### src/inc/rmd_pkg.sv
// Shared constants, types and helpers of the remap entry delivery decoder.
package rmd_pkg;

    // ==================================================================
    // Bus geometry
    localparam int DATA_W = 32;
    localparam int ADDR_W = 8;
    localparam int CNT_W = 8;

    // ==================================================================
    // Register byte offsets
    localparam logic [ADDR_W-1:0] OFF_ENTRY_LO = 8'h00;
    localparam logic [ADDR_W-1:0] OFF_ENTRY_HI = 8'h04;
    localparam logic [ADDR_W-1:0] OFF_CFG = 8'h08;
    localparam logic [ADDR_W-1:0] OFF_CMD = 8'h0C;
    localparam logic [ADDR_W-1:0] OFF_STATUS = 8'h10;

    // ==================================================================
    // Reset values
    localparam logic [DATA_W-1:0] ENTRY_RST = 32'h0000_0000;
    localparam logic [1:0] CFG_RST = 2'h0;
    localparam logic [CNT_W-1:0] CNT_RST = 8'h00;

    // ==================================================================
    // Field positions inside the low and high words of the entry
    localparam int PRESENT_POS = 0;
    localparam int SENSE_POS = 4;
    localparam int DK_LSB = 5;
    localparam int DK_MSB = 7;
    localparam int VEC_LSB = 16;
    localparam int VEC_MSB = 23;
    localparam int TGT8_LSB = 8;
    localparam int TGT8_MSB = 15;
    localparam int TGT8_W = 8;

    // ==================================================================
    // Control and status bit positions
    localparam int CFG_MODE32_POS = 0;
    localparam int CFG_NMIREP_POS = 1;
    localparam int CMD_FIRE_POS = 0;
    localparam int CMD_RELEASE_POS = 1;
    localparam int STS_BUSY_POS = 0;
    localparam int STS_LEVEL_POS = 1;
    localparam int STS_UNSUP_POS = 2;
    localparam int STS_ABSENT_POS = 3;
    localparam int STS_CNT_LSB = 8;

    // ==================================================================
    // Delivery kind codes and the signal sense value for level
    localparam logic [2:0] KIND_FIXED = 3'h0;
    localparam logic [2:0] KIND_LOWEST = 3'h1;
    localparam logic [2:0] KIND_SME = 3'h2;
    localparam logic [2:0] KIND_NMI = 3'h4;
    localparam logic [2:0] KIND_INIT = 3'h5;
    localparam logic SENSE_LEVEL = 1'b1;

    // ==================================================================
    // Decoded entry as it travels from the decoder to the sequencer
    typedef struct packed {
        logic [DATA_W-1:0] target;
        logic [7:0] vector;
        logic [2:0] kind;
        logic level;
        logic single;
        logic to_pin;
        logic deliver;
        logic unsup;
        logic absent;
    } rmd_dec_t;

    // Sequencer states.
    typedef enum logic [3:0] {
        ST_IDLE = 4'h1,
        ST_DECODE = 4'h2,
        ST_SEND = 4'h4,
        ST_HOLD = 4'h8
    } rmd_state_t;

    // Keeps only the lowest set bit of an agent mask.
    function automatic logic [DATA_W-1:0] rmd_lowest_bit(
        input logic [DATA_W-1:0] m);
        return m & (~m + 32'h0000_0001);
    endfunction

endpackage

### src/hw/rmd_decode.sv
// Registered decoder of one remap table entry into delivery attributes.
`timescale 1ns/1ps
module rmd_decode
    import rmd_pkg::*;
(
    // Clock and reset.
    input wire logic clk_i,
    input wire logic rst_i,
    // Entry words and configuration.
    input wire logic [DATA_W-1:0] entry_lo_i,
    input wire logic [DATA_W-1:0] entry_hi_i,
    input wire logic mode32_i,
    input wire logic nmi_report_i,
    // Decoded result.
    output rmd_dec_t dec_o
);

    // ==================================================================
    // Field extraction
    logic [2:0] kind_w;
    logic present_w;
    logic sense_w;
    logic [7:0] vec_raw_w;
    logic [DATA_W-1:0] tgt_raw_w;
    logic [DATA_W-1:0] tgt_sel_w;

    // The kind, sense and vector fields come from the low word.
    assign kind_w = entry_lo_i[DK_MSB:DK_LSB];
    assign present_w = entry_lo_i[PRESENT_POS];
    assign sense_w = entry_lo_i[SENSE_POS];
    assign vec_raw_w = entry_lo_i[VEC_MSB:VEC_LSB];

    // Narrow mode uses only one byte of the target word.
    assign tgt_raw_w = mode32_i ? entry_hi_i :
        {{(DATA_W-TGT8_W){1'b0}}, entry_hi_i[TGT8_MSB:TGT8_LSB]};

    // ==================================================================
    // Kind classification
    logic is_fixed_w;
    logic is_lowest_w;
    logic is_sme_w;
    logic is_nmi_w;
    logic is_init_w;
    logic supported_w;
    logic edge_only_w;
    logic vec_ignored_w;

    // Codes outside the listed set are refused.
    assign is_fixed_w = (kind_w == KIND_FIXED);
    assign is_lowest_w = (kind_w == KIND_LOWEST);
    assign is_sme_w = (kind_w == KIND_SME);
    assign is_nmi_w = (kind_w == KIND_NMI);
    assign is_init_w = (kind_w == KIND_INIT);
    assign supported_w = is_fixed_w | is_lowest_w | is_sme_w |
        is_nmi_w | is_init_w;
    assign edge_only_w = is_sme_w | is_nmi_w | is_init_w;
    assign vec_ignored_w = is_sme_w | is_init_w |
        (is_nmi_w & ~nmi_report_i);

    // One agent only for the single-target kind: the lowest set bit.
    assign tgt_sel_w = is_lowest_w ? rmd_lowest_bit(tgt_raw_w) :
        tgt_raw_w;

    // ==================================================================
    // Result assembly; fields of an absent entry other than its kind are not evaluated
    rmd_dec_t dec_nxt;

    always_comb begin
        dec_nxt = '0;
        dec_nxt.kind = kind_w;
        dec_nxt.absent = ~present_w;
        if (present_w) begin
            dec_nxt.target = tgt_sel_w;
            dec_nxt.vector = vec_ignored_w ? 8'h00 : vec_raw_w;
            dec_nxt.level = ~edge_only_w &
                (sense_w == SENSE_LEVEL);
            dec_nxt.single = is_lowest_w;
            dec_nxt.to_pin = is_nmi_w;
            dec_nxt.unsup = ~supported_w;
            dec_nxt.deliver = supported_w & (tgt_sel_w != '0);
        end
    end

    // Result register.
    always_ff @(posedge clk_i) begin
        if (rst_i) begin
            dec_o <= '0;
        end else begin
            dec_o <= dec_nxt;
        end
    end

endmodule

### src/hw/rmd_top.sv
// APB-controlled sequencer that delivers interrupts from a decoded entry.
`timescale 1ns/1ps
module rmd_top
    import rmd_pkg::*;
#(
    parameter int CW = CNT_W
) (
    // Clock and reset.
    input wire logic clk_i,
    input wire logic rst_i,
    // APB slave.
    input wire logic psel_i,
    input wire logic penable_i,
    input wire logic pwrite_i,
    input wire logic [ADDR_W-1:0] paddr_i,
    input wire logic [DATA_W-1:0] pwdata_i,
    output logic [DATA_W-1:0] prdata_o,
    output logic pready_o,
    output logic pslverr_o,
    // Delivery message to the processor receivers.
    output logic dlv_valid_o,
    output logic [2:0] dlv_kind_o,
    output logic dlv_level_o,
    output logic dlv_single_o,
    output logic [7:0] dlv_vector_o,
    output logic [DATA_W-1:0] dlv_target_o,
    // Dedicated non-maskable pin.
    output logic nmi_pin_o
);

    // ==================================================================
    // APB decode
    logic access_w;
    logic ack_w;
    logic wr_w;
    logic rd_phase_w;
    logic hit_lo_w;
    logic hit_hi_w;
    logic hit_cfg_w;
    logic hit_cmd_w;
    logic hit_sts_w;
    logic mapped_w;

    // Writes act at the edge where the master sees pready high.
    assign access_w = psel_i & penable_i;
    assign ack_w = access_w & pready_o;
    assign wr_w = ack_w & pwrite_i;
    assign rd_phase_w = access_w & ~pready_o;
    assign hit_lo_w = (paddr_i == OFF_ENTRY_LO);
    assign hit_hi_w = (paddr_i == OFF_ENTRY_HI);
    assign hit_cfg_w = (paddr_i == OFF_CFG);
    assign hit_cmd_w = (paddr_i == OFF_CMD);
    assign hit_sts_w = (paddr_i == OFF_STATUS);
    assign mapped_w = hit_lo_w | hit_hi_w | hit_cfg_w | hit_cmd_w |
        hit_sts_w;

    // ==================================================================
    // Registers and state
    logic [DATA_W-1:0] entry_lo_r;
    logic [DATA_W-1:0] entry_hi_r;
    logic [1:0] cfg_r;
    logic unsup_r;
    logic absent_r;
    logic [CW-1:0] cnt_r;
    rmd_state_t state_r;
    rmd_state_t state_nxt;
    rmd_dec_t dec_w;

    // Command and status-clear strobes.
    logic fire_w;
    logic release_w;
    logic clr_unsup_w;
    logic clr_absent_w;

    assign fire_w = wr_w & hit_cmd_w & pwdata_i[CMD_FIRE_POS];
    assign release_w = wr_w & hit_cmd_w & pwdata_i[CMD_RELEASE_POS];
    assign clr_unsup_w = wr_w & hit_sts_w & pwdata_i[STS_UNSUP_POS];
    assign clr_absent_w = wr_w & hit_sts_w & pwdata_i[STS_ABSENT_POS];

    // Status word: busy, level held, sticky refusals, delivery count.
    logic [DATA_W-1:0] status_w;
    logic [DATA_W-1:0] rdata_w;

    always_comb begin
        status_w = '0;
        status_w[STS_BUSY_POS] = (state_r != ST_IDLE);
        status_w[STS_LEVEL_POS] = dlv_level_o;
        status_w[STS_UNSUP_POS] = unsup_r;
        status_w[STS_ABSENT_POS] = absent_r;
        status_w[STS_CNT_LSB +: CW] = cnt_r;
    end

    // Read selection; the command register and holes read as zero.
    assign rdata_w = hit_lo_w ? entry_lo_r :
        hit_hi_w ? entry_hi_r :
        hit_cfg_w ? {{(DATA_W-2){1'b0}}, cfg_r} :
        hit_sts_w ? status_w : '0;

    // ==================================================================
    // APB response: one wait state, error on an unmapped address
    always_ff @(posedge clk_i) begin
        if (rst_i) begin
            pready_o <= 1'b0;
            pslverr_o <= 1'b0;
            prdata_o <= '0;
        end else begin
            pready_o <= rd_phase_w;
            pslverr_o <= rd_phase_w & ~mapped_w;
            prdata_o <= (rd_phase_w & ~pwrite_i) ? rdata_w : '0;
        end
    end

    // Entry and configuration registers.
    always_ff @(posedge clk_i) begin
        if (rst_i) begin
            entry_lo_r <= ENTRY_RST;
            entry_hi_r <= ENTRY_RST;
            cfg_r <= CFG_RST;
        end else begin
            if (wr_w & hit_lo_w) begin
                entry_lo_r <= pwdata_i;
            end
            if (wr_w & hit_hi_w) begin
                entry_hi_r <= pwdata_i;
            end
            if (wr_w & hit_cfg_w) begin
                cfg_r <= pwdata_i[1:0];
            end
        end
    end

    // ==================================================================
    // Entry decoder, registered one cycle behind the entry words
    rmd_decode u_decode (
        .clk_i(clk_i),
        .rst_i(rst_i),
        .entry_lo_i(entry_lo_r),
        .entry_hi_i(entry_hi_r),
        .mode32_i(cfg_r[CFG_MODE32_POS]),
        .nmi_report_i(cfg_r[CFG_NMIREP_POS]),
        .dec_o(dec_w)
    );

    // ==================================================================
    // Sequencer
    logic go_msg_w;
    logic go_pin_w;
    logic in_decode_w;

    assign in_decode_w = (state_r == ST_DECODE);
    assign go_msg_w = in_decode_w & dec_w.deliver & ~dec_w.to_pin;
    assign go_pin_w = in_decode_w & dec_w.deliver & dec_w.to_pin;

    // Next state; a fire while busy is ignored.
    always_comb begin
        state_nxt = state_r;
        case (state_r)
            ST_IDLE: begin
                if (fire_w) begin
                    state_nxt = ST_DECODE;
                end
            end
            ST_DECODE: begin
                if (dec_w.deliver) begin
                    state_nxt = ST_SEND;
                end else begin
                    state_nxt = ST_IDLE;
                end
            end
            ST_SEND: begin
                if (dlv_level_o & ~release_w) begin
                    state_nxt = ST_HOLD;
                end else begin
                    state_nxt = ST_IDLE;
                end
            end
            ST_HOLD: begin
                if (release_w) begin
                    state_nxt = ST_IDLE;
                end
            end
            default: begin
                state_nxt = ST_IDLE;
            end
        endcase
    end

    always_ff @(posedge clk_i) begin
        if (rst_i) begin
            state_r <= ST_IDLE;
        end else begin
            state_r <= state_nxt;
        end
    end

    // Message strobe and dedicated pin are one-cycle pulses.
    always_ff @(posedge clk_i) begin
        if (rst_i) begin
            dlv_valid_o <= 1'b0;
            nmi_pin_o <= 1'b0;
        end else begin
            dlv_valid_o <= go_msg_w;
            nmi_pin_o <= go_pin_w;
        end
    end

    // Message fields stay stable until the next delivery.
    always_ff @(posedge clk_i) begin
        if (rst_i) begin
            dlv_kind_o <= KIND_FIXED;
            dlv_single_o <= 1'b0;
            dlv_vector_o <= 8'h00;
            dlv_target_o <= '0;
        end else if (go_msg_w | go_pin_w) begin
            dlv_kind_o <= dec_w.kind;
            dlv_single_o <= dec_w.single;
            dlv_vector_o <= dec_w.vector;
            dlv_target_o <= dec_w.target;
        end
    end

    // A level delivery stays asserted until software releases it.
    always_ff @(posedge clk_i) begin
        if (rst_i) begin
            dlv_level_o <= 1'b0;
        end else if (go_msg_w) begin
            dlv_level_o <= dec_w.level;
        end else if (release_w | (state_r == ST_IDLE)) begin
            dlv_level_o <= 1'b0;
        end
    end

    // Sticky refusal flags; a new refusal wins over a clear.
    always_ff @(posedge clk_i) begin
        if (rst_i) begin
            unsup_r <= 1'b0;
            absent_r <= 1'b0;
        end else begin
            unsup_r <= (in_decode_w & dec_w.unsup) |
                (unsup_r & ~clr_unsup_w);
            absent_r <= (in_decode_w & dec_w.absent) |
                (absent_r & ~clr_absent_w);
        end
    end

    // Count of deliveries made, wrapping.
    always_ff @(posedge clk_i) begin
        if (rst_i) begin
            cnt_r <= CNT_RST;
        end else if (go_msg_w | go_pin_w) begin
            cnt_r <= cnt_r + 1'b1;
        end
    end
endmodule

### config.mk
export PLATFORM = sky130hd
export DESIGN_NAME = rmd_top
export DESIGN_NICKNAME = d
export VERILOG_FILES = /design/src/inc/rmd_pkg.sv /design/src/hw/rmd_decode.sv /design/src/hw/rmd_top.sv
export SDC_FILE = /design/constraint.sdc
export NUM_CORES = 1
export LEC_CHECK = 0
export BUFFER_PORTS_ARGS = -buffer_cell sky130_fd_sc_hd__clkbuf_2
export CAP_MARGIN = 20
export CORE_MARGIN = 2
export CORE_UTILIZATION = 50
export CTS_BUF_LIST = sky130_fd_sc_hd__clkbuf_16
export CTS_CLUSTER_SIZE = 24
export DETAILED_ROUTE_END_ITERATION = 7
export HOLD_SLACK_MARGIN = 0.05
export PLACE_DENSITY = 0.79
export SLEW_MARGIN = 10
export SYNTH_ARGS = -nofsm -noshare
export SYNTH_HDL_FRONTEND = slang
export SYNTH_SLANG_ARGS = --single-unit
### constraint.sdc
create_clock -name clk_i -period 5.9 [get_ports clk_i]
set_input_delay 1.18 -clock clk_i [delete_from_list [all_inputs] [get_ports clk_i]]
set_output_delay 1.18 -clock clk_i [all_outputs]
set_load 0.05 [all_outputs]
==> impl_results.md, run 1 <==
- Status: finished clean
- Post-synthesis mux area share: 0.0499
- Pwr Total: 2620 uW
- Post-synth EDFFs: 0
- Tot GR Track Use: 0.228
- Multi-input logic area: 3720 um2
- P&R area growth vs syn: 14.2%
- H-tree levels: 1
- Seq/Total Area, Yosys: 0.504
- Final period demand of the worst path: 3420 ps
- Synth Cell Area: 8340 um2
- Cell count after synthesis: 970
- CTS resizes: 0
- Buffers on Ports: 125
- Drt via density: 5.60
- Post-route cell area: 9530 um2
- Worst skew pair latency: 490 ps
- Final Hold Fails: 0
- Seq. cell area: 4200 um2
- DP Cell Count: 1250
- Filler cells: 1536
- First-pass GRT wire length: 33300 um
- Critical path class: input pin to flip-flop
- Critical Path Start Type: input pin
- Unrepaired setup endpoints after global routing: no
- Ratio of final minimum period to clock period: 0.580
- CP Data Required Time: 6310 ps
- Number of max-cap violations: 0
- Routed vias: 7192
- Post-DP HPWL: 14300 um
- Setup violators final: 0
- Starting Density: 0.507
- Total wire length: 21000 um
- XOR/XNOR share of the synthesized area: 0.00735
- Num rows: 47
- Wire per inst: 16.3 um
- Chip height: 133 um
- Antenna violations before repair: 0
- Ys Warns: 0
- LEAKAGE: 0.00353 uW
- Worst Path Arrival: 3840 ps
- Antenna-violating nets left: 0
- Final net count: 1101
- Mean Syn Cell Area: 8.60 um2
- Post-CTS Setup Inserts: 0
- Hold_buf cts: 0
- Crit Path Max Fanout: 20
- Root Driver: clkbuf_16
- Core ar.: 16500 um2
- Simple-gate share of the synthesized area: 0.243
- Drt drc: 0
- Area of the die: 17700 um2
- Fin cells: 1284
- Most frequent cells in the layout: nand2_1 (241), dfxtp_1 (210), clkbuf_2 (124)
- Layout cells sized above 1: 0.181
- Power density cells: 275 nW/um2
- Final Max Tran Viols: 0
- # diodes: 0
- Vias in the first global route: 6609
- DR pass1 iterations: 5
- Setup TNS: 0 ps
- Dominant synthesized flop cell: dfxtp_1
- Synth Area in Adders: 0.00150
- Setup WS pre-CTS: 1890 ps
- Gp weighted congestion: 0.911
- VDD IR max: 0.208 mV
- Largest net degree at the start of global routing: 87
- Die W: 133 um
- Worst Slack Setup Final: 2480 ps
- Tightest Pin Transition: 1100 ps
- Clk sinks: 210
- Most common cell after layout, fill and taps aside: nand2_1
- Clock Pin Slew Worst Setup and Hold Paths: 60 ps
- # IOs: 126
- DR iter-0 viols: 538
- FF+latch count, synth: 210
- Ys async rst share: 0
- Post-synthesis cell type count: 78
- Global route overflow: 0
- Hold Crit Class: flip-flop to flip-flop
- Clk buf depth: 3
- Largest family of logic cells by synthesized area: simple AND/OR/NAND/NOR gates
- FMAX: 292 MHz
- CP endpoint kind: flip-flop
- CTS tree: done
- Placed cell area: 8910 um2
- Slew Limit Headroom: 0.263
- Clock skew: 7.33 ps
- Synth Area in Compound Gates: 0.144
- Synth Net Count: 1016
- Number of buffers created by CTS: 21
## routing by layer
layer | GRT usage | up-vias | wire length (um)
li1 | - | 3500 | -
met1 | 0.322 | 3346 | 9130
met2 | 0.364 | 299 | 9660
met3 | 0.0361 | 47 | 1650
met4 | 0.0703 | 0 | 511
met5 | 0 | - | 0
## state kept, by name (all words and copies together) (netlist names), 2 cells and up
name	cells
dlv_kind_o	3
entry_hi_r	32
dlv_vector_o	8
dlv_target_o	32
entry_lo_r	32
cnt_r	8
u_decode.dec_o	49
cfg_r	2
state_r	4
prdata_o	32
## final cells by class
class / instances / share of cell area
Clock buffer: 21 / 0.0551
Clock inverter: 11 / 0.00499
Inverter: 8 / 0.00315
Multi-Input combinational cell: 680 / 0.390
Sequential cell: 210 / 0.441
Tap cell: 220 / 0.0289
Timing Repair Buffer: 134 / 0.0767
## worst paths after layout
| path | startpoint | to | slack, ps | cells past startpoint |
|---|---|---|---|---|
| min | u_decode.dec_o[25]$_SDFF_PP0_ | dlv_target_o[8]$_SDFFE_PP0P_ | 430 | 2 |
| min reg2reg | u_decode.dec_o[25]$_SDFF_PP0_ | dlv_target_o[8]$_SDFFE_PP0P_ | 430 | 2 |
| max | paddr_i[0] | entry_lo_r[16]$_SDFFE_PP0P_ | 2480 | 8 |
| max reg2reg | cfg_r[0]$_SDFFE_PP0P_ | u_decode.dec_o[2]$_SDFF_PP0_ | 3250 | 7 |
## cells in the mapped netlist (all sizes together), types with 2 or more instances
master	n	area share
nand2	241	0.11
dfxtp	210	0.50
a21oi	123	0.074
nor2	75	0.034
clkbuf	48	0.029
mux2i	27	0.032
nor3	25	0.017
buf	23	0.016
and2	19	0.015
a22oi	14	0.013
mux2	13	0.018
o21ai	10	0.0060
and3	9	0.0076
nand3	9	0.0054
a31oi	8	0.0060
inv	8	0.0036
nor2b	8	0.0060
nor4	7	0.0071
or3	6	0.0048
nand4	5	0.0037
nor3b	5	0.0051
nor4b	5	0.0078
xor2	5	0.0052
a2111oi	4	0.0065
a221oi	4	0.0042
nand2b	4	0.0030
or4	4	0.0036
a211oi	3	0.0027
a222oi	3	0.0036
and4b	3	0.0036
o311ai	3	0.0032
o31ai	3	0.0027
or2	3	0.0023
a21boi	2	0.0018
a21o	2	0.0020
a311oi	2	0.0021
and4	2	0.0021
o211ai	2	0.0018
o221ai	2	0.0021
or3b	2	0.0021
or4b	2	0.0028
xnor2	2	0.0021
## metrics by stage
step | util | hold slack, ps
3_3_place_gp | 0.540 | 423
5_1_grt | 0.579 | 447
3_5_place_dp | 0.541 | 424
4_1_cts | 0.576 | 436
6_report | 0.579 | 433
2_1_floorplan | - | 417
## power by group
group	total, uW	switching [uW]	leakage, uW	internal [uW]
sequential	1420	0.461	0.00169	1420
clock	1140	505	0.000291	637
combinational	54.6	36.5	0.00155	18.1
total	2620	542	0.00353	2070
## kinds of logic (layout without fill, tap and decap cells)
logic type | count (synthesis) | count (layout)
flops | 210 | 210
xor+xnor | 7 | 7
compound gates | 196 | 196
fa+ha+maj | 1 | 1
simple gates | 436 | 436
mux | 40 | 40
buf+inv | 80 | 174
## worst max-delay path, cell delays in order
cell and delay [ps]:
clkbuf_2 80, or4_1 550, or2_1 310, nor3_4 520, and2_1 760, buf_8 240
nand2_1 70, a21oi_1 120
(Power assumes the default switching activity.)
==> run 2, diff against run 1 <==
--- a/config.mk
+++ b/config.mk
@@ -5,6 +5,7 @@
 export SDC_FILE = /design/constraint.sdc
 export NUM_CORES = 1
 export LEC_CHECK = 0
+export ABC_AREA = 1
 export BUFFER_PORTS_ARGS = -buffer_cell sky130_fd_sc_hd__clkbuf_2
 export CAP_MARGIN = 20
 export CORE_MARGIN = 2
==> constraint.sdc (replaced) <==
create_clock -name clk_i -period 3.2 [get_ports clk_i]
set_input_delay 0.64 -clock clk_i [delete_from_list [all_inputs] [get_ports clk_i]]
set_output_delay 0.64 -clock clk_i [all_outputs]
set_load 0.05 [all_outputs]
==> run 2 against run 1 <==
Net effect: utilization grew 2.0 points; sequential cell count is the same; critical path depth grew 6; hold slack lost 58 ps; first-iteration DRC count grew 21%; non-clock buffer count grew 6; worst setup slack lost 1500 ps; clock-buffer cell count grew 2; synthesized area grew 0.31%; largest cell class unchanged; highest routed layer unchanged.
==> impl_results.md, run 2 <==
- Top-count cell post-synth: nand2_1
- Fin cells: 1432 (+12%)
- Yosys top cell area share: 0.502 (-0.00158)
- Chip height: 133 um (+0.15%)
- Ys async rst share: 0 (unchanged)
- Drt drc: 0 (unchanged)
- Dominant synthesized flop cell: dfxtp_1
- Commonest cells post-synth: nand2_1 (293), dfxtp_1 (210), nor2_1 (129)
- Total wire length: 21900 um (+4.4%)
- Clk buf depth: 3 (unchanged)
- Number of max-cap violations: 0 (unchanged)
- R2R depth: 14 (+7)
- Tightest Pin Transition: 635 ps (-462 ps)
- Clock skew: 12.5 ps (+5.14 ps)
- Multi-input logic area: 3520 um2 (-5.4%)
- Number of buffers created by CTS: 22 (+4.8%)
- Hold_buf cts: 0 (unchanged)
- Most common cell after layout, fill and taps aside: nand2_1
- Wire per inst: 15.3 um (-6.4%)
- Final period demand of the worst path: 2270 ps
- Hold Path Stages: 2 (unchanged)
- Cell count after synthesis: 1093 (+13%)
- Setup slack, reg-to-reg: 930 ps (-2320 ps)
- Ratio of final minimum period to clock period: 0.708
- Layout cells sized above 1: 0.180 (-0.00152)
- Critical path class: flip-flop to flip-flop
- Num rows: 47 (unchanged)
- FF-to-FF Start: cfg_r[0]$_SDFFE_PP0P_
- Synth Cell Area: 8370 um2 (+0.31%)
- Starting Density: 0.508 (+0.00160)
- Slew Limit Headroom: 0.576 (+0.314)
- DR iter-0 viols: 650 (+21%)
- Post-synthesis cell type count: 39 (-50%)
- Routed vias: 7655 (+6.4%)
- Seq. cell area: 4200 um2 (unchanged)
- Area of the die: 17800 um2 (+0.30%)
- Area contributors post-synth: dfxtp_1 (50%), nand2_1 (13%), a21oi_1 (7.5%)
- H-tree levels: 1 (unchanged)
- LEAKAGE: 0.00420 uW (+19%)
- Synth Net Count: 1139 (+12%)
- Die W: 133 um (+0.15%)
- P&R area growth vs syn: 17.8%
- Core ar.: 16500 um2 (unchanged)
- DR pass1 iterations: 6 (+1)
- Largest register FFs: 49 (unchanged)
- Antenna-violating nets left: 0 (unchanged)
- Top reg by flops: u_decode.dec_o
- CTS resizes: 0 (unchanged)
- Global route overflow: 0 (unchanged)
- Most frequent cells in the layout: nand2_1 (293), dfxtp_1 (210), nor2_1 (129)
- CP Data Required Time: 3640 ps (-2670 ps)
- Seq/Total Area, Yosys: 0.502 (-0.00158)
- # diodes: 0 (unchanged)
- Crit Path Max Fanout: 17 (-15%)
- CTS tree: done
- Vias in the first global route: 7240 (+9.5%)
- First-pass GRT wire length: 35700 um (+7.0%)
- Drt via density: 5.35 (-4.6%)
- Final net count: 1244 (+13%)
- Setup TNS: 0 ps (unchanged)
- DP Cell Count: 1394 (+12%)
- R2R Path End: u_decode.dec_o[2]$_SDFF_PP0_
- Gp weighted congestion: 0.940 (+3.2%)
- Final Max Tran Viols: 0 (unchanged)
- Status: finished clean
- Antenna violations before repair: 0 (unchanged)
- Mean Syn Cell Area: 7.66 um2 (-11%)
- Unrepaired setup endpoints after global routing: no
- Hold_sp: rst_i
- Root Driver: clkbuf_16
- Post-synth EDFFs: 0 (unchanged)
- Largest net degree at the start of global routing: 65 (-25%)
- Power density cells: 532 nW/um2 (+94%)
- Critical Path Start Type: flip-flop
- # IOs: 126 (unchanged)
- Largest area contributor in the synthesized netlist: dfxtp_1
- Ys Warns: 0 (unchanged)
- Clock Pin Slew Worst Setup and Hold Paths: 60 ps (about the same)
- Filler cells: 1444 (-6.0%)
- Buffers on Ports: 125 (unchanged)
- Hold Crit Class: input pin to flip-flop
- Clk sinks: 210 (unchanged)
- FMAX: 441 MHz
- Final Hold Fails: 0 (unchanged)
- FF+latch count, synth: 210 (unchanged)
- Worst skew pair latency: 500 ps (about the same)
- Tot GR Track Use: 0.244 (+0.0156)
- VDD IR max: 0.366 mV (+76%)
- CP endpoint kind: flip-flop
- Post-CTS Setup Inserts: 0 (unchanged)
- Hold Path End: pready_o$_SDFF_PP0_
- Post-DP HPWL: 15300 um (+6.7%)
- Setup violators final: 0 (unchanged)
- Worst Path Arrival: 2700 ps (-1140 ps)
[run 2: logic make-up (layout without fill, tap and decap cells)]
group,count (synthesis),count (layout),share of synthesized area
AND/OR/NAND/NOR,495,495,0.245
AO/OA/AOI/OAI,231,231,0.173
flip-flops,210,210,0.502
buffers and inverters,155,274,0.0773
adder cells (fa/ha/maj),1,1,0.00149
XOR/XNOR,1,1,0.00105
[run 2: where the power goes]
| part | internal (uW) | switching [uW] | total [uW] | leakage, uW |
|---|---|---|---|---|
| clock network | 1530 | 983 | 2510 | 0.000361 |
| registers | 2620 | 0.756 | 2620 | 0.00169 |
| logic | 31.8 | 79.1 | 111 | 0.00214 |
| total | 4180 | 1060 | 5240 | 0.00420 |
[run 2: metrics by stage]
step / hold WS, ps / area [um2] / setup WS (ps) / util / power [uW]
floorplan: 397 / 8370 / 1180 / - / 2730
detailed placement: 419 / 9140 / 850 / 0.555 / 2780
global route: 371 / 9860 / 665 / 0.599 / 5390
CTS: 362 / 9860 / 994 / 0.599 / 5280
finish: 376 / 9860 / 933 / 0.599 / 5240
global placement: 408 / 9140 / 939 / 0.555 / 2780
[run 2: cell type report]
cell class	count	share of cell area
sequential	210	0.427
timing repair buffer	140	0.0790
clock buffer	23	0.0584
inverter	96	0.0368
multi-input combinational	728	0.357
tap	220	0.0279
clock inverter	15	0.0145
[run 2: how the worst max path moves through the flow]
stage	startpoint	cells after the start	endpoint
finish	cfg_r[0]$_SDFFE_PP0P_	14	u_decode.dec_o[2]$_SDFF_PP0_
global route	cfg_r[0]$_SDFFE_PP0P_	13	u_decode.dec_o[2]$_SDFF_PP0_
CTS	cfg_r[0]$_SDFFE_PP0P_	13	u_decode.dec_o[2]$_SDFF_PP0_
detailed placement	paddr_i[1]	11	entry_lo_r[4]$_SDFFE_PP0P_
global placement	paddr_i[1]	11	entry_lo_r[22]$_SDFFE_PP0P_
floorplan	pready_o$_SDFF_PP0_	4	entry_hi_r[12]$_SDFFE_PP0P_
[run 2: per-layer routing]
| layer | share of wire | track usage | vias up | routed length [um] |
|---|---|---|---|---|
| li1 | - | - | 3766 | - |
| met1 | 0.44 | 0.336 | 3550 | 9710 |
| met2 | 0.45 | 0.390 | 280 | 9880 |
| met3 | 0.069 | 0.0350 | 59 | 1500 |
| met4 | 0.036 | 0.0940 | 0 | 797 |
| met5 | 0 | 0 | - | 0 |
[run 2: worst max-delay path, cell delays in order, from the launching register on]
cell	delay (ps)
dfxtp_1	710
inv_4	170
nand2_1	100
nand2_1	90
nor2_1	240
nand2_1	110
nand2_1	80
nand2_2	80
nor2_4	170
nand3_1	140
nand2_1	80
nor2_1	50
nand3_1	70
nor2_1	40
nor2_1	70
==> run 3, diff against run 2 <==
--- a/config.mk
+++ b/config.mk
@@ -5,7 +5,7 @@
 export SDC_FILE = /design/constraint.sdc
 export NUM_CORES = 1
 export LEC_CHECK = 0
-export ABC_AREA = 1
+export ABC_AREA = 0
 export BUFFER_PORTS_ARGS = -buffer_cell sky130_fd_sc_hd__clkbuf_2
 export CAP_MARGIN = 20
 export CORE_MARGIN = 2
==> constraint.sdc (replaced) <==
create_clock -name clk_i -period 2.33 [get_ports clk_i]
set_input_delay 0.466 -clock clk_i [delete_from_list [all_inputs] [get_ports clk_i]]
set_output_delay 0.466 -clock clk_i [all_outputs]
set_load 0.05 [all_outputs]
==> run 3 against run 2 <==
Net effect: via count decreased by 2.7%; design area increased by 4.2%; routed wire length decreased by 0.16%; hold slack got worse by 160 ps; first-iteration DRC count decreased by 14%; total power increased by 29%; maximum frequency increased by 3.2%; combinational power increased by 28%; die area decreased by 0.30%; sequential cell count unchanged; worst setup slack got worse by 800 ps; critical path type unchanged.
==> impl_results.md, run 3 (synthesized netlist as in run 1, its figures left out) <==
- Final Hold Fails: 0 (unchanged)
- Largest register FFs: 49 (unchanged)
- Final Max Tran Viols: 0 (unchanged)
- Worst skew pair latency: 490 ps (about the same)
- Clock Pin Slew Worst Setup and Hold Paths: 70 ps (about the same)
- # IOs: 126 (unchanged)
- Post-DP HPWL: 15800 um (+3.2%)
- Vias in the first global route: 7027 (-2.9%)
- Number of max-cap violations: 0 (unchanged)
- Seq. cell area: 4210 um2 (about the same)
- CTS tree: done
- Critical path cell sequence: or3_1, buf_4, nor2_1, a31oi_1, nor3b_1, a2111oi_1, a31oi_1
- Global route overflow: 0 (unchanged)
- Layout cells sized above 1: 0.244 (+0.0643)
- Slowest cell on crit path: or3_1
- Clk buf depth: 3 (unchanged)
- Buffers on Ports: 125 (unchanged)
- Final period demand of the worst path: 2200 ps (-69.6 ps)
- Antenna-violating nets left: 0 (unchanged)
- CP startpoint: entry_hi_r[9]$_SDFFE_PP0P_
- Area of the die: 17700 um2 (-0.30%)
- Most common cell after layout, fill and taps aside: nand2_1
- Chip height: 133 um (-0.15%)
- Number of buffers created by CTS: 21 (-4.5%)
- Top reg by flops: u_decode.dec_o
- P&R area growth vs syn: 23.1%
- Die W: 133 um (-0.15%)
- Status: finished clean
- Slew Limit Headroom: 0.417 (-0.159)
- Most frequent cells in the layout: nand2_1 (241), dfxtp_1 (209), clkbuf_2 (124)
- Clk sinks: 210 (unchanged)
- Fin cells: 1375 (-4.0%)
- Setup TNS: 0 ps (unchanged)
- Core Util, Final: 0.624 (+0.0252)
- Worst Path Arrival: 2620 ps (-80 ps)
- Hold_sp: pwdata_i[27]
- VDD IR max: 0.513 mV (+40%)
- DR pass1 iterations: 6 (unchanged)
- Root Driver: clkbuf_16
- Filler cells: 1394 (-3.5%)
- First-pass GRT wire length: 35500 um (-0.35%)
- FMAX: 455 MHz (+3.2%)
- Critical path class: flip-flop to flip-flop
- Num rows: 47 (unchanged)
- Starting Density: 0.507 (-0.00160)
- Crit Path Max Fanout: 5 (-12)
- Hold Crit Class: input pin to flip-flop
- DR iter-0 viols: 558 (-14%)
- H-tree levels: 1 (unchanged)
- LEAKAGE: 0.00401 uW (-4.4%)
- Wire per inst: 15.9 um (+4.0%)
- Final net count: 1191 (-4.3%)
- Setup violators final: 0 (unchanged)
- # diodes: 0 (unchanged)
- Drt via density: 5.42 (+1.4%)
- Critical Path Start Type: flip-flop
- FF-to-FF Start: entry_hi_r[9]$_SDFFE_PP0P_
- Unrepaired setup endpoints after global routing: no
- Core ar.: 16500 um2 (unchanged)
- CP Data Required Time: 2750 ps (-890 ps)
- Antenna violations before repair: 0 (unchanged)
- Multi-input logic area: 3720 um2 (+5.7%)
- Gp weighted congestion: 0.965 (+2.7%)
- DP Cell Count: 1342 (-3.7%)
- Clock skew: 8.75 ps (-3.72 ps)
- Pwr Total: 6760 uW (+29%)
- Routed vias: 7451 (-2.7%)
- Ratio of final minimum period to clock period: 0.943 (+0.235)
- Drt drc: 0 (unchanged)
- Largest net degree at the start of global routing: 86 (+32%)
- Tot GR Track Use: 0.244 (+0.000286)
- Cell mode on critical path: a31oi_1
- CP endpoint kind: flip-flop
- Total wire length: 21900 um (-0.16%)
- Power density cells: 658 nW/um2 (+24%)
- Tightest Pin Transition: 874 ps (+238 ps)
- Max stage delay on crit path: 490 ps (-220 ps)
## run 3: through the flow
stage | hold slack [ps] | setup WS, ps | cell area, um2
after floorplan | 417 | 160 | 8340
after CTS | 205 | 153 | 10300
after detailed placement | 425 | 5.22 | 9670
final | 213 | 133 | 10300
after global placement | 421 | 38.8 | 9670
after global routing | 206 | 3.56 | 10300
## run 3: layout make-up
type | count | share of cell area
multi-input combinational | 680 | 0.362
clock buffer | 21 | 0.0512
inverter | 8 | 0.00292
tap | 220 | 0.0268
sequential | 210 | 0.409
timing repair buffer | 224 | 0.141
clock inverter | 12 | 0.00707
## run 3: path summary, 6_finish.rpt
kind         cells past startpoint  slack [ps]                      endpoint
max                              7         130  u_decode.dec_o[2]$_SDFF_PP0_
min                              3         210   entry_lo_r[27]$_SDFFE_PP0P_
max reg2reg                      7         130  u_decode.dec_o[2]$_SDFF_PP0_
min reg2reg                      2         430  dlv_target_o[7]$_SDFFE_PP0P_
## run 3: worst max-delay path: cells and delay by family (launching register included)
kind                   cells  cell delay [ps]
AO/OA/AOI/OAI              3              420
flip-flops                 1              380
AND/OR/NAND/NOR            3             1140
buffers and inverters      1              190
## run 3: timing repair
item	4_1_cts	5_1_grt
setup endpoints to repair	0	1
hold buffers	0	0
resized for setup	0	2
buffers inserted	0	0
## run 3: metal layers
metal  routed length, um  up-vias  track usage
met1                9750     3443        0.348
li1                    -     3659            -
met5                   0        -            0
met4                 432        0       0.0638
met2                9920      308        0.391
met3                1750       41       0.0365
## run 3: report_power, final
group	switching, uW	total, uW	internal, uW	leakage (uW)
combinational	91.5	142	50.1	0.00201
clock	1300	3020	1720	0.000304
sequential	0.966	3590	3590	0.00169
